File: config.mk
export PLATFORM = sky130hd
export DESIGN_NAME = jack_detect_status_logic
export DESIGN_NICKNAME = d
export VERILOG_FILES = /design/src/core/jack_detect_pkg.sv /design/src/core/debounce_if.sv /design/src/core/jack_debounce.sv /design/src/core/jack_detect_status_logic.sv
export SDC_FILE = /design/constraint.sdc
export NUM_CORES = 1
export LEC_CHECK = 0
export BUFFER_PORTS_ARGS = -buffer_cell sky130_fd_sc_hd__buf_4
export CORE_MARGIN = 8
export CORE_UTILIZATION = 35
export DETAILED_ROUTE_END_ITERATION = 16
export PLACE_DENSITY = 0.55
export SLEW_MARGIN = 20
export SYNTH_ARGS = -nofsm -noshare
export SYNTH_HDL_FRONTEND = slang
export SYNTH_SLANG_ARGS = --single-unit
File: constraint.sdc
create_clock -name clock -period 3.4 [get_ports clock]
set_input_delay 0.17 -clock clock [delete_from_list [all_inputs] [get_ports clock]]
set_output_delay 0.17 -clock clock [all_outputs]
set_load 0.01 [all_outputs]
File: src/core/jack_detect_pkg.sv
// constants shared by the jack detect status logic and its debounce filter
// assumes a single 100 MHz clock and a byte-wide register port
package jack_detect_pkg;
    localparam int          CLOCK_HZ         = 100_000_000;
    localparam int          MS_PER_S         = 1000;
    localparam int          MS_TICK_DEFAULT  = CLOCK_HZ / MS_PER_S;
    localparam int          ADDR_W           = 8;
    localparam int          DATA_W           = 8;
    localparam int          TIMEOUT_W        = 8;
    localparam int          SENSE_W          = 2;

    // register offsets
    localparam logic [7:0]  OFS_FLAGS        = 8'h01;
    localparam logic [7:0]  OFS_JACK_STATUS  = 8'h02;
    localparam logic [7:0]  OFS_FLAG_MASK    = 8'h03;
    localparam logic [7:0]  OFS_JACK_CONFIG  = 8'h3D;

    // field positions
    localparam int          BIT_DETECT_EN    = 7;
    localparam int          BIT_WEAK_PULLUP  = 6;
    localparam int          BIT_DEB_LO       = 0;
    localparam int          BIT_LOAD_SENSE   = 2;
    localparam int          BIT_TYPE_SENSE   = 1;
    localparam int          BIT_CHANGE_FLAG  = 2;
    localparam int          BIT_CHANGE_MASK  = 2;

    // index of each comparator within the sense vector
    localparam int          IDX_TYPE         = 0;
    localparam int          IDX_LOAD         = 1;

    // reset values
    localparam logic [7:0]  RST_CONFIG       = 8'h00;
    localparam logic        RST_MASK         = 1'b0;
    localparam logic [1:0]  RST_SENSE        = 2'h0;

    // debounce timeouts in milliseconds
    localparam logic [7:0]  DEB_MS_0         = 8'h19;
    localparam logic [7:0]  DEB_MS_1         = 8'h32;
    localparam logic [7:0]  DEB_MS_2         = 8'h64;
    localparam logic [7:0]  DEB_MS_3         = 8'hC8;

    function automatic logic [TIMEOUT_W-1:0] debounce_ms(input logic [1:0] sel);
        case (sel)
            2'h0:    debounce_ms = DEB_MS_0;
            2'h1:    debounce_ms = DEB_MS_1;
            2'h2:    debounce_ms = DEB_MS_2;
            default: debounce_ms = DEB_MS_3;
        endcase
    endfunction
endpackage

File: src/core/debounce_if.sv
// carrier between the status logic and its debounce filter
// assumes both ends sit on the same clock
interface debounce_if;
    import jack_detect_pkg::*;
    logic [SENSE_W-1:0]   sample;
    logic                 enable;
    logic                 ms_tick;
    logic [1:0]           select;
    logic [SENSE_W-1:0]   stable;
    logic                 changed;

    modport owner  (output sample, output enable, output ms_tick, output select,
                    input stable, input changed);
    modport filter (input sample, input enable, input ms_tick, input select,
                    output stable, output changed);
endinterface

File: src/core/jack_debounce.sv
// debounce filter for the two comparator outputs
// assumes samples are already synchronised and ms_tick is a one-cycle pulse
module jack_debounce
    import jack_detect_pkg::*;
(
    input  wire logic           clock,
    input  wire logic           sys_rst,
    debounce_if.filter          dbi
);
    logic [SENSE_W-1:0]   stable;
    logic [SENSE_W-1:0]   next_stable;
    logic [SENSE_W-1:0]   last_sample;
    logic [SENSE_W-1:0]   next_last_sample;
    logic [TIMEOUT_W-1:0] ms_count;
    logic [TIMEOUT_W-1:0] next_ms_count;
    logic                 changed;
    logic                 next_changed;

    always_comb begin
        next_stable      = stable;
        next_last_sample = last_sample;
        next_ms_count    = ms_count;
        next_changed     = 1'b0;
        if (dbi.enable) begin
            next_last_sample = dbi.sample;
            if (dbi.sample != last_sample || dbi.sample == stable) begin
                next_ms_count = '0;
            end else if (dbi.ms_tick) begin
                if (ms_count >= debounce_ms(dbi.select)) begin
                    next_stable   = dbi.sample;
                    next_changed  = 1'b1;
                    next_ms_count = '0;
                end else begin
                    next_ms_count = ms_count + 1'b1;
                end
            end
        end else begin
            next_ms_count = '0;
        end
    end

    always_ff @(posedge clock) begin
        if (sys_rst) begin
            stable      <= RST_SENSE;
            last_sample <= RST_SENSE;
            ms_count    <= '0;
            changed     <= 1'b0;
        end else begin
            stable      <= next_stable;
            last_sample <= next_last_sample;
            ms_count    <= next_ms_count;
            changed     <= next_changed;
        end
    end

    assign dbi.stable  = stable;
    assign dbi.changed = changed;
endmodule

File: src/core/jack_detect_status_logic.sv
// jack insertion and type detection: control, status and change flag
// assumes comparator outputs arrive asynchronously; mode inputs are on clock
// register port: reg_wr / reg_rd strobes one cycle, read data one cycle later
// Overview of operation
// - detect circuitry powered only while detect enable bit 7 is set; resets off
// - while detection is disabled, sense flags hold their last valid result
// - weak pullup select 0 strong, 1 weak; applies when bias off or shutdown
// - enabled, active and mic bias on: internal pullup off, pin high impedance
// - reference is mic bias output only when bias and active both set
// - load sense bit 2: 1 above 95 percent of reference, else 0
// - jack type sense bit 1: 0 below 10 percent of reference, else 1
// - no jack reports load sense 1 and type sense 1
// - headphone plug grounding pin reports load 0 and type 0
// - headset biasing pin between thresholds reports load 0, type 1
// - debounce select bits 1:0 give 25, 50, 100, 200 ms; reset 00
// - button detection valid with mic bias on, or strong pullup selected
// - button press drives type sense 1 to 0, raising change flag
// - sense flags update only after new state persists beyond timeout
// - any sense flag change sets change flag; unmasked asserts interrupt low
// - reading flag register clears change flag and interrupt
module jack_detect_status_logic
    import jack_detect_pkg::*;
#(
    parameter int MS_TICK_CYCLES = MS_TICK_DEFAULT
)
(
    input  wire logic                              clock,
    input  wire logic                              sys_rst,
    input  wire logic [jack_detect_pkg::ADDR_W-1:0] reg_addr,
    input  wire logic                              reg_wr,
    input  wire logic                              reg_rd,
    input  wire logic [jack_detect_pkg::DATA_W-1:0] reg_wdata,
    output logic      [jack_detect_pkg::DATA_W-1:0] reg_rdata,
    input  wire logic                              load_cmp_in,
    input  wire logic                              type_cmp_in,
    input  wire logic                              mic_bias_enable,
    input  wire logic                              shutdown_n,
    output logic                                   detect_power_en,
    output logic                                   pullup_strong_en,
    output logic                                   pullup_weak_en,
    output logic                                   ref_from_mic_bias,
    output logic                                   button_detect_ok,
    output logic                                   irq_n_out,
    output logic                                   irq_n_oe
);
    localparam int TICK_W = $clog2(MS_TICK_CYCLES + 1);

    // refuse settings the logic cannot serve
    if (MS_TICK_CYCLES < 1) begin : g_tick_check
        $error("MS_TICK_CYCLES must be at least one");
    end
    if (SENSE_W != 2) begin : g_sense_check
        $error("the sense vector must hold exactly two comparators");
    end

    // carrier to the debounce filter
    debounce_if dbi ();

    // comparator synchronisers
    logic [SENSE_W-1:0] sense_meta;
    logic [SENSE_W-1:0] sense_sync;
    logic [SENSE_W-1:0] next_sense_meta;
    logic [SENSE_W-1:0] next_sense_sync;

    logic [TICK_W-1:0]  tick_count;
    logic [TICK_W-1:0]  next_tick_count;
    logic               ms_tick;
    logic               next_ms_tick;

    logic               detect_enable;
    logic               next_detect_enable;
    logic               weak_pullup_select;
    logic               next_weak_pullup_select;
    logic [1:0]         debounce_select;
    logic [1:0]         next_debounce_select;
    logic               change_flag_mask;
    logic               next_change_flag_mask;
    logic               config_change_flag;
    logic               next_config_change_flag;
    logic [DATA_W-1:0]  next_reg_rdata;
    logic               irq_active;
    logic               next_irq_active;
    logic               bias_mode;
    logic               config_write;
    logic               mask_write;

    // two flops: the comparators switch with no regard to clock
    always_comb begin
        next_sense_meta           = sense_meta;
        next_sense_meta[IDX_LOAD] = load_cmp_in;
        next_sense_meta[IDX_TYPE] = type_cmp_in;
        next_sense_sync           = sense_meta;
    end

    always_ff @(posedge clock) begin
        if (sys_rst) begin
            sense_meta <= RST_SENSE;
            sense_sync <= RST_SENSE;
        end else begin
            sense_meta <= next_sense_meta;
            sense_sync <= next_sense_sync;
        end
    end

    // millisecond tick, free-running
    // its phase lets a change wait up to one tick more
    always_comb begin
        next_ms_tick    = 1'b0;
        next_tick_count = tick_count + 1'b1;
        if (tick_count == TICK_W'(MS_TICK_CYCLES - 1)) begin
            next_tick_count = '0;
            next_ms_tick    = 1'b1;
        end
    end

    always_ff @(posedge clock) begin
        if (sys_rst) begin
            tick_count <= '0;
            ms_tick    <= 1'b0;
        end else begin
            tick_count <= next_tick_count;
            ms_tick    <= next_ms_tick;
        end
    end

    // comparators deliver load above 95% and type at or above 10% directly
    assign dbi.sample  = sense_sync;
    assign dbi.enable  = detect_enable;
    assign dbi.ms_tick = ms_tick;
    assign dbi.select  = debounce_select;

    jack_debounce u_debounce (
        .clock   (clock),
        .sys_rst (sys_rst),
        .dbi     (dbi)
    );

    // decoded write strobes
    assign config_write = reg_wr && reg_addr == OFS_JACK_CONFIG;
    assign mask_write   = reg_wr && reg_addr == OFS_FLAG_MASK;

    // register file and change flag
    always_comb begin
        next_detect_enable      = detect_enable;
        next_weak_pullup_select = weak_pullup_select;
        next_debounce_select    = debounce_select;
        next_change_flag_mask   = change_flag_mask;
        next_config_change_flag = config_change_flag;
        next_reg_rdata          = reg_rdata;
        if (config_write) begin
            next_detect_enable      = reg_wdata[BIT_DETECT_EN];
            next_weak_pullup_select = reg_wdata[BIT_WEAK_PULLUP];
            next_debounce_select    = reg_wdata[BIT_DEB_LO +: 2];
        end
        if (mask_write) begin
            next_change_flag_mask = reg_wdata[BIT_CHANGE_MASK];
        end
        if (reg_rd) begin
            next_reg_rdata = '0;
            case (reg_addr)
                OFS_FLAGS: begin
                    next_reg_rdata[BIT_CHANGE_FLAG] = config_change_flag;
                    next_config_change_flag         = 1'b0;
                end
                OFS_JACK_STATUS: begin
                    next_reg_rdata[BIT_LOAD_SENSE] = dbi.stable[IDX_LOAD];
                    next_reg_rdata[BIT_TYPE_SENSE] = dbi.stable[IDX_TYPE];
                end
                OFS_FLAG_MASK: begin
                    next_reg_rdata[BIT_CHANGE_MASK] = change_flag_mask;
                end
                OFS_JACK_CONFIG: begin
                    next_reg_rdata[BIT_DETECT_EN]     = detect_enable;
                    next_reg_rdata[BIT_WEAK_PULLUP]   = weak_pullup_select;
                    next_reg_rdata[BIT_DEB_LO +: 2]   = debounce_select;
                end
                default: begin
                    next_reg_rdata = '0;
                end
            endcase
        end
        // a change in the read cycle still sets the flag
        if (dbi.changed) begin
            next_config_change_flag = 1'b1;
        end
        // registered so the pin never glitches
        next_irq_active = next_config_change_flag && next_change_flag_mask;
    end

    always_ff @(posedge clock) begin
        if (sys_rst) begin
            detect_enable      <= RST_CONFIG[BIT_DETECT_EN];
            weak_pullup_select <= RST_CONFIG[BIT_WEAK_PULLUP];
            debounce_select    <= RST_CONFIG[BIT_DEB_LO +: 2];
            change_flag_mask   <= RST_MASK;
            config_change_flag <= 1'b0;
            reg_rdata          <= '0;
            irq_active         <= 1'b0;
        end else begin
            detect_enable      <= next_detect_enable;
            weak_pullup_select <= next_weak_pullup_select;
            debounce_select    <= next_debounce_select;
            change_flag_mask   <= next_change_flag_mask;
            config_change_flag <= next_config_change_flag;
            reg_rdata          <= next_reg_rdata;
            irq_active         <= next_irq_active;
        end
    end

    // analog steering
    // bias mode hands the pin to the external pullup, both internal ones off
    assign bias_mode         = mic_bias_enable && shutdown_n;
    assign detect_power_en   = detect_enable;
    assign pullup_strong_en  = detect_enable && !bias_mode && !weak_pullup_select;
    assign pullup_weak_en    = detect_enable && !bias_mode && weak_pullup_select;
    assign ref_from_mic_bias = bias_mode;
    assign button_detect_ok  = detect_enable && (mic_bias_enable || !weak_pullup_select);

    // open-drain interrupt pin, pulled low while asserted
    assign irq_n_out = 1'b0;
    assign irq_n_oe  = irq_active;
endmodule

==> reports/summary.txt, run 1 <==
Outcome - finished clean
Clk slew on worst S/H paths - 90 ps
Endpoints failing hold - 0
Core area - 0.00635 mm^2
Launching point of the worst reg2reg path - dbi.select[0]$_SDFFE_PP0P_
Initial antenna violation count - 0
Synth Area in Compound Gates - 0.0755
Final setup vio count - 0
Via density - 4.71
Min-Delay Path Class - input pin to register
Clock Path Buffers - 2
Commonest cells in the synthesized netlist - 47 x dfxtp_1, 42 x nor2_1, 19 x nand2_1
Cell variety after synth - 37
Maximum capacitance violations - 0
Area Overhead vs Synth - 16.0%
Crit. End Element - register
Global-route wire length before repair - 7810 um
Wirelength per Cell - 12.0 um
Peak supply drop - 0.290 mV
Die ar. - 0.00943 mm^2
Chip width - 97.1 um
GRT Overall Usage - 0.0970
Crit-path max FO - 8
Initial DRT Pass Iterations - 4
# DRC - 0
Setup_tns - 0 ps
Register area share after synthesis - 0.408
Primary FF master, synth - dfxtp_1
Fin area - 0.00267 mm^2
Total CTS buffers - 5
R2r setup slk - 880 ps
Synth Register Bits - 47
DP HPWL - 3310 um
RSZ-0062 raised after global routing - false
Vias - 1756
Hold depth - 2
R2r endpoint - u_debounce.ms_count[4]$_SDFFE_PP0P_
Register Area - 941 um^2
Gr ovfl total - 0
Fraction of synthesized cell area in xor and xnor cells - 0.0989
Slew Viols, Final - 0
Routability cong. - 0.763
Worst R2R Path Depth - 8
Area contributors post-synth - dfxtp_1 41%, ha_1 8.7%, nor2_1 6.8%
CTS H-tree depth - 2
Simple logic cell fraction of the synthesized area - 0.260
Number of global-route vias before repair - 1749
Clock network latency to the later pin of the worst-skew pair - 300 ps
Post-Synthesis Cells - 265
Pin count of the biggest net entering global routing - 30
Drt total wl - 4460 um
Input/output buffers - 31
Arrival time worst endpoint - 2760 ps
CTS tree - yes
Largest family of logic cells by synthesized area - simple AND/OR/NAND/NOR gates
Syn Area/Cell - 8.69 um^2
Root Driver - clkbuf_8
# rows - 29
Initial Util - 0.363
Multi-input gate area - 0.00126 mm^2
Fin crit period - 2520 ps
Iteration-0 DRC Markers - 54
Least-Margin Pin Slew - 523 ps
Hold Crit Start - load_cmp_in
Post-cts resize count - 0
Post-synthesis mux area share - 0.0174
CP Class - register to register
Clock sink total - 47
Most common cell in the netlist - dfxtp_1
Postcts setup bufs - 0
Syn. warnings - 0
Number of diodes - 0
Die Y - 97.1 um
Post-route clock period utilization - 0.740
Post-synth EDFFs - 0
Clk_skew - 4.67 ps
Adder-cell share of the synthesized area - 0.0869
Fillcell total - 650
Mapped Area - 0.00230 mm^2
Async S/R FF share, synth - 0
CP required - 3640 ps
Final net count - 335
Post-CTS Hold Fix Bufs - 0
Hold Path End - next_sense_sync[1]$_SDFF_PP0_
Boundary Pins - 39
Fmax - 397 MHz
Layout cells sized above 1 - 0.142
CP Launch Type - register
Synth area leader - dfxtp_1
Post-synth top area share - 0.408
Pwr/cell area - 362 mW/mm^2
Post-route ant nets - 0
Leak - 1.02 nW
Cell Area, Placed - 0.00258 mm^2
Tightest slew margin relative to the limit - 0.649
## power breakdown
part	internal (mW)	leakage, nW	switching (mW)
Sequential	0.558	0.380	0.00585
Combinational	0.0300	0.598	0.0290
Clock	0.148	0.0418	0.195
Total	0.736	1.02	0.230
## worst max path at each step
stage                                     startpoint                                   to
after floorplan           dbi.select[0]$_SDFFE_PP0P_  u_debounce.ms_count[0]$_SDFFE_PP0P_
after global placement    dbi.select[0]$_SDFFE_PP0P_  u_debounce.ms_count[7]$_SDFFE_PP0P_
after detailed placement  dbi.select[0]$_SDFFE_PP0P_  u_debounce.ms_count[2]$_SDFFE_PP0P_
after CTS                 dbi.select[0]$_SDFFE_PP0P_  u_debounce.ms_count[4]$_SDFFE_PP0P_
after global routing      dbi.select[0]$_SDFFE_PP0P_  u_debounce.ms_count[7]$_SDFFE_PP0P_
final                     dbi.select[0]$_SDFFE_PP0P_  u_debounce.ms_count[4]$_SDFFE_PP0P_
## area by class of cell
| class | instances | area share |
|---|---|---|
| clock inverters | 2 | 0.00609 |
| multi-input cells | 196 | 0.470 |
| flip-flops and latches | 47 | 0.352 |
| repair buffers | 32 | 0.0899 |
| well taps | 77 | 0.0361 |
| inverters | 13 | 0.0183 |
| clock buffers | 6 | 0.0272 |
## layout by cell type, fill, tap and decap left out, types with 2 or more instances in the layout
master,netlist,final
dfxtp_1,47,47
nor2_1,42,42
buf_4,4,32
nand2_1,19,19
nand3_1,16,16
ha_1,16,16
inv_1,13,13
xor2_1,13,13
xnor2_1,13,13
a21oi_1,13,13
nor2b_1,10,10
nand4_1,10,10
and3_1,6,6
nand2b_1,6,6
clkbuf_8,0,5
mux2i_1,4,4
conb_1,1,4
nor3_1,3,3
o21ai_0,2,2
nand4b_1,2,2
or4_1,2,2
a21o_1,2,2
a32oi_1,2,2
## state kept, by name, summed over array words and instances, names as in the netlist, 2 cells and up
register,count
dbi.sample,2
dbi.select,2
next_sense_sync,2
reg_rdata,5
tick_count,17
u_debounce.dbi.stable,2
u_debounce.last_sample,2
u_debounce.ms_count,8
## cell families (layout without fill, tap and decap cells)
| group | after synthesis | in the layout |
|---|---|---|
| flip-flops | 47 | 47 |
| multiplexers | 4 | 4 |
| XOR/XNOR | 26 | 26 |
| buffers and inverters | 25 | 53 |
| AND/OR/NAND/NOR | 119 | 119 |
| AO/OA/AOI/OAI | 27 | 27 |
| adder cells (fa/ha/maj) | 16 | 16 |
| other | 1 | 4 |
## worst max-delay path: stages (launching register included)
cell and delay, ps:
dfxtp_1 450, inv_1 120, ha_1 330, ha_1 300
a21oi_1 140, a21oi_1 70, o2111ai_1 470, nand4_1 400
nor2_1 190
## routing by layer
| layer | global-route usage | up-vias | part of all wire |
|---|---|---|---|
| met5 | 0 | - | 0 |
| met4 | 0.0284 | 0 | 0.011 |
| met3 | 0.0384 | 5 | 0.047 |
| met2 | 0.155 | 26 | 0.45 |
| met1 | 0.117 | 781 | 0.49 |
| li1 | - | 944 | - |
## per-stage QoR
stage          setup slack (ps)  power, mW  instances  hold slack [ps]   util
3_5_place_dp                894      0.636        365              392  0.407
3_3_place_gp                943      0.636        365              390  0.407
6_report                    883      0.966        373             76.6  0.421
4_1_cts                     869      0.987        373             70.4  0.421
5_1_grt                     619       1.01        373             74.4  0.421
2_1_floorplan              1330      0.612        268              298      -
Power figures use the tool's default switching activity.
==> inputs of run 2 (changes only) <==
==> constraint.sdc (replaced) <==
create_clock -name clock -period 2.4 [get_ports clock]
set_input_delay 0.12 -clock clock [delete_from_list [all_inputs] [get_ports clock]]
set_output_delay 0.12 -clock clock [all_outputs]
set_load 0.01 [all_outputs]
==> run 2 against run 1 <==
Core utilization up 0.35 points. Clock-buffer cell count is the same. Register-to-register slack got worse by 620 ps. Non-clock buffer count increased by 3. Critical path depth increased by 1. Clock power grew 41%. Die area did not move. Sequential power up 41%. Sequential share of layout area fell by 0.29 points. Critical endpoint is now u_debounce.dbi.stable[0]$_SDFFE_PP0P_. Largest cell class unchanged. Highest routed layer unchanged.
==> reports/summary.txt, run 2 (synthesized netlist as in run 1, its figures left out) <==
Outcome - finished clean
Total CTS buffers - 5 (unchanged)
Drt total wl - 4450 um (-0.31%)
RSZ-0062 raised after global routing - false
CP Launch Type - register
Arrival time worst endpoint - 2320 ps (-440 ps)
Initial Util - 0.363 (unchanged)
Number of diodes - 0 (unchanged)
Clock sink total - 47 (unchanged)
Boundary Pins - 39 (unchanged)
Setup_tns - 0 ps (unchanged)
CTS H-tree depth - 2 (unchanged)
Final core utilization - 0.424 (+0.00355)
CP Class - register to register
Iteration-0 DRC Markers - 26 (-52%)
Final setup vio count - 0 (unchanged)
DP HPWL - 3340 um (+0.83%)
Slew Viols, Final - 0 (unchanged)
Global-route wire length before repair - 7520 um (-3.7%)
Core area - 0.00635 mm^2 (unchanged)
Chip width - 97.1 um (unchanged)
Fin crit period - 2130 ps (-383 ps)
Launching point of the worst reg2reg path - dbi.select[0]$_SDFFE_PP0P_
Largest regs - tick_count x17, u_debounce.ms_count x8, reg_rdata x5
Pwr/cell area - 507 mW/mm^2 (+40%)
Placed insts - 368 (+0.82%)
Clock Path Buffers - 2 (unchanged)
Peak supply drop - 0.345 mV (+19%)
Crit-path max FO - 6 (-2)
DP Worst Slack - 249 ps (-645 ps)
Routability cong. - 0.765 (+0.33%)
Endpoints failing hold - 0 (unchanged)
Via density - 4.78 (+1.6%)
Least-Margin Pin Slew - 530 ps (+7.04 ps)
Clk slew on worst S/H paths - 90 ps (about the same)
CTS tree - yes
# DRC - 0 (unchanged)
Gr ovfl total - 0 (unchanged)
Fin area - 0.00269 mm^2 (+0.84%)
Tightest slew margin relative to the limit - 0.644 (-0.00473)
Crit. End Element - register
Die Y - 97.1 um (unchanged)
Post-route ant nets - 0 (unchanged)
Number of global-route vias before repair - 1712 (-2.1%)
Vias - 1799 (+2.4%)
Final net count - 338 (+0.90%)
CP required - 2580 ps (-1060 ps)
Largest register FFs - 17 (unchanged)
# rows - 29 (unchanged)
Critical path's largest stage delay - 430 ps (-40 ps)
Largest Register - tick_count
Die ar. - 0.00943 mm^2 (unchanged)
Post-cts resize count - 0 (unchanged)
Area Overhead vs Synth - 16.9%
Crit-path cells - inv_1 > ha_1 > ha_1 > a21oi_1 > a21oi_1 > o2111ai_1 > buf_4 > a32oi_1 > o221ai_1
CP startpoint - dbi.select[0]$_SDFFE_PP0P_
Pin count of the biggest net entering global routing - 30 (unchanged)
Input/output buffers - 31 (unchanged)
Cell Area, Placed - 0.00261 mm^2 (+0.87%)
Maximum capacitance violations - 0 (unchanged)
Post-CTS Hold Fix Bufs - 0 (unchanged)
Most common cell after layout, fill and taps aside - dfxtp_1
Min-Delay Path Class - input pin to register
GRT Overall Usage - 0.0948 (-0.00222)
Fin cells - 376 (+0.80%)
Leak - 1.03 nW (+1.2%)
Fmax - 469 MHz (+18%)
Clk_skew - 8.02 ps (+3.35 ps)
Final WS setup - 266 ps (-617 ps)
Initial DRT Pass Iterations - 4 (unchanged)
Layout cells sized above 1 - 0.151 (+0.00861)
Postcts setup bufs - 0 (unchanged)
Most frequent cells in the layout - 47 x dfxtp_1, 42 x nor2_1, 35 x buf_4
Hold Crit Start - load_cmp_in
Critical path's slowest cell - dfxtp_1
Initial antenna violation count - 0 (unchanged)
Wirelength per Cell - 11.8 um (-1.1%)
Post-route clock period utilization - 0.889 (+0.149)
Clock network latency to the later pin of the worst-skew pair - 310 ps (about the same)
Root Driver - clkbuf_8
run 2: changes by cell type in the layout (fill, tap and decap cells not counted):
cell / before / now
buf_4: 32 / 35
run 2: power breakdown:
part | internal, mW | total (mW) | switching (mW)
registers | 0.790 | 0.798 | 0.00801
logic | 0.0425 | 0.0847 | 0.0422
clock network | 0.209 | 0.482 | 0.273
run 2: layout make-up:
class	instances	area (um^2)
fill	642	3660
timing repair buffer	35	263
clock buffer	6	72.6
tap	77	96.3
inverter	13	48.8
clock inverter	2	16.3
multi-input combinational	196	1260
sequential	47	941
run 2: worst max-delay path, delay by kind of cell, from the launching register on:
family | cells | cell delay [ps]
AOI/OAI and AO/OA | 5 | 650
adders and majority gates | 2 | 620
DFF | 1 | 430
buffers and inverters | 2 | 300
run 2: layer usage:
metal / global-route usage / wire (um) / up-vias
li1: - / - / 953
met1: 0.111 / 2150 / 813
met2: 0.152 / 2020 / 25
met3: 0.0292 / 193 / 8
met4: 0.0497 / 81 / 0
met5: 0 / 0 / -
run 2: through the flow:
stage	total power, mW	hold WS, ps
finish	1.37	21.5
global placement	0.902	334
CTS	1.39	10.4
global route	1.43	35.9
floorplan	0.866	248
detailed placement	0.902	339
run 2: final timing paths:
path         slack (ps)                                    end  cells after the start
max                 270  u_debounce.dbi.stable[0]$_SDFFE_PP0P_                      9
min                  20          next_sense_sync[1]$_SDFF_PP0_                      2
max reg2reg         270  u_debounce.dbi.stable[0]$_SDFFE_PP0P_                      9
min reg2reg         440               dbi.sample[1]$_SDFF_PP0_                      1
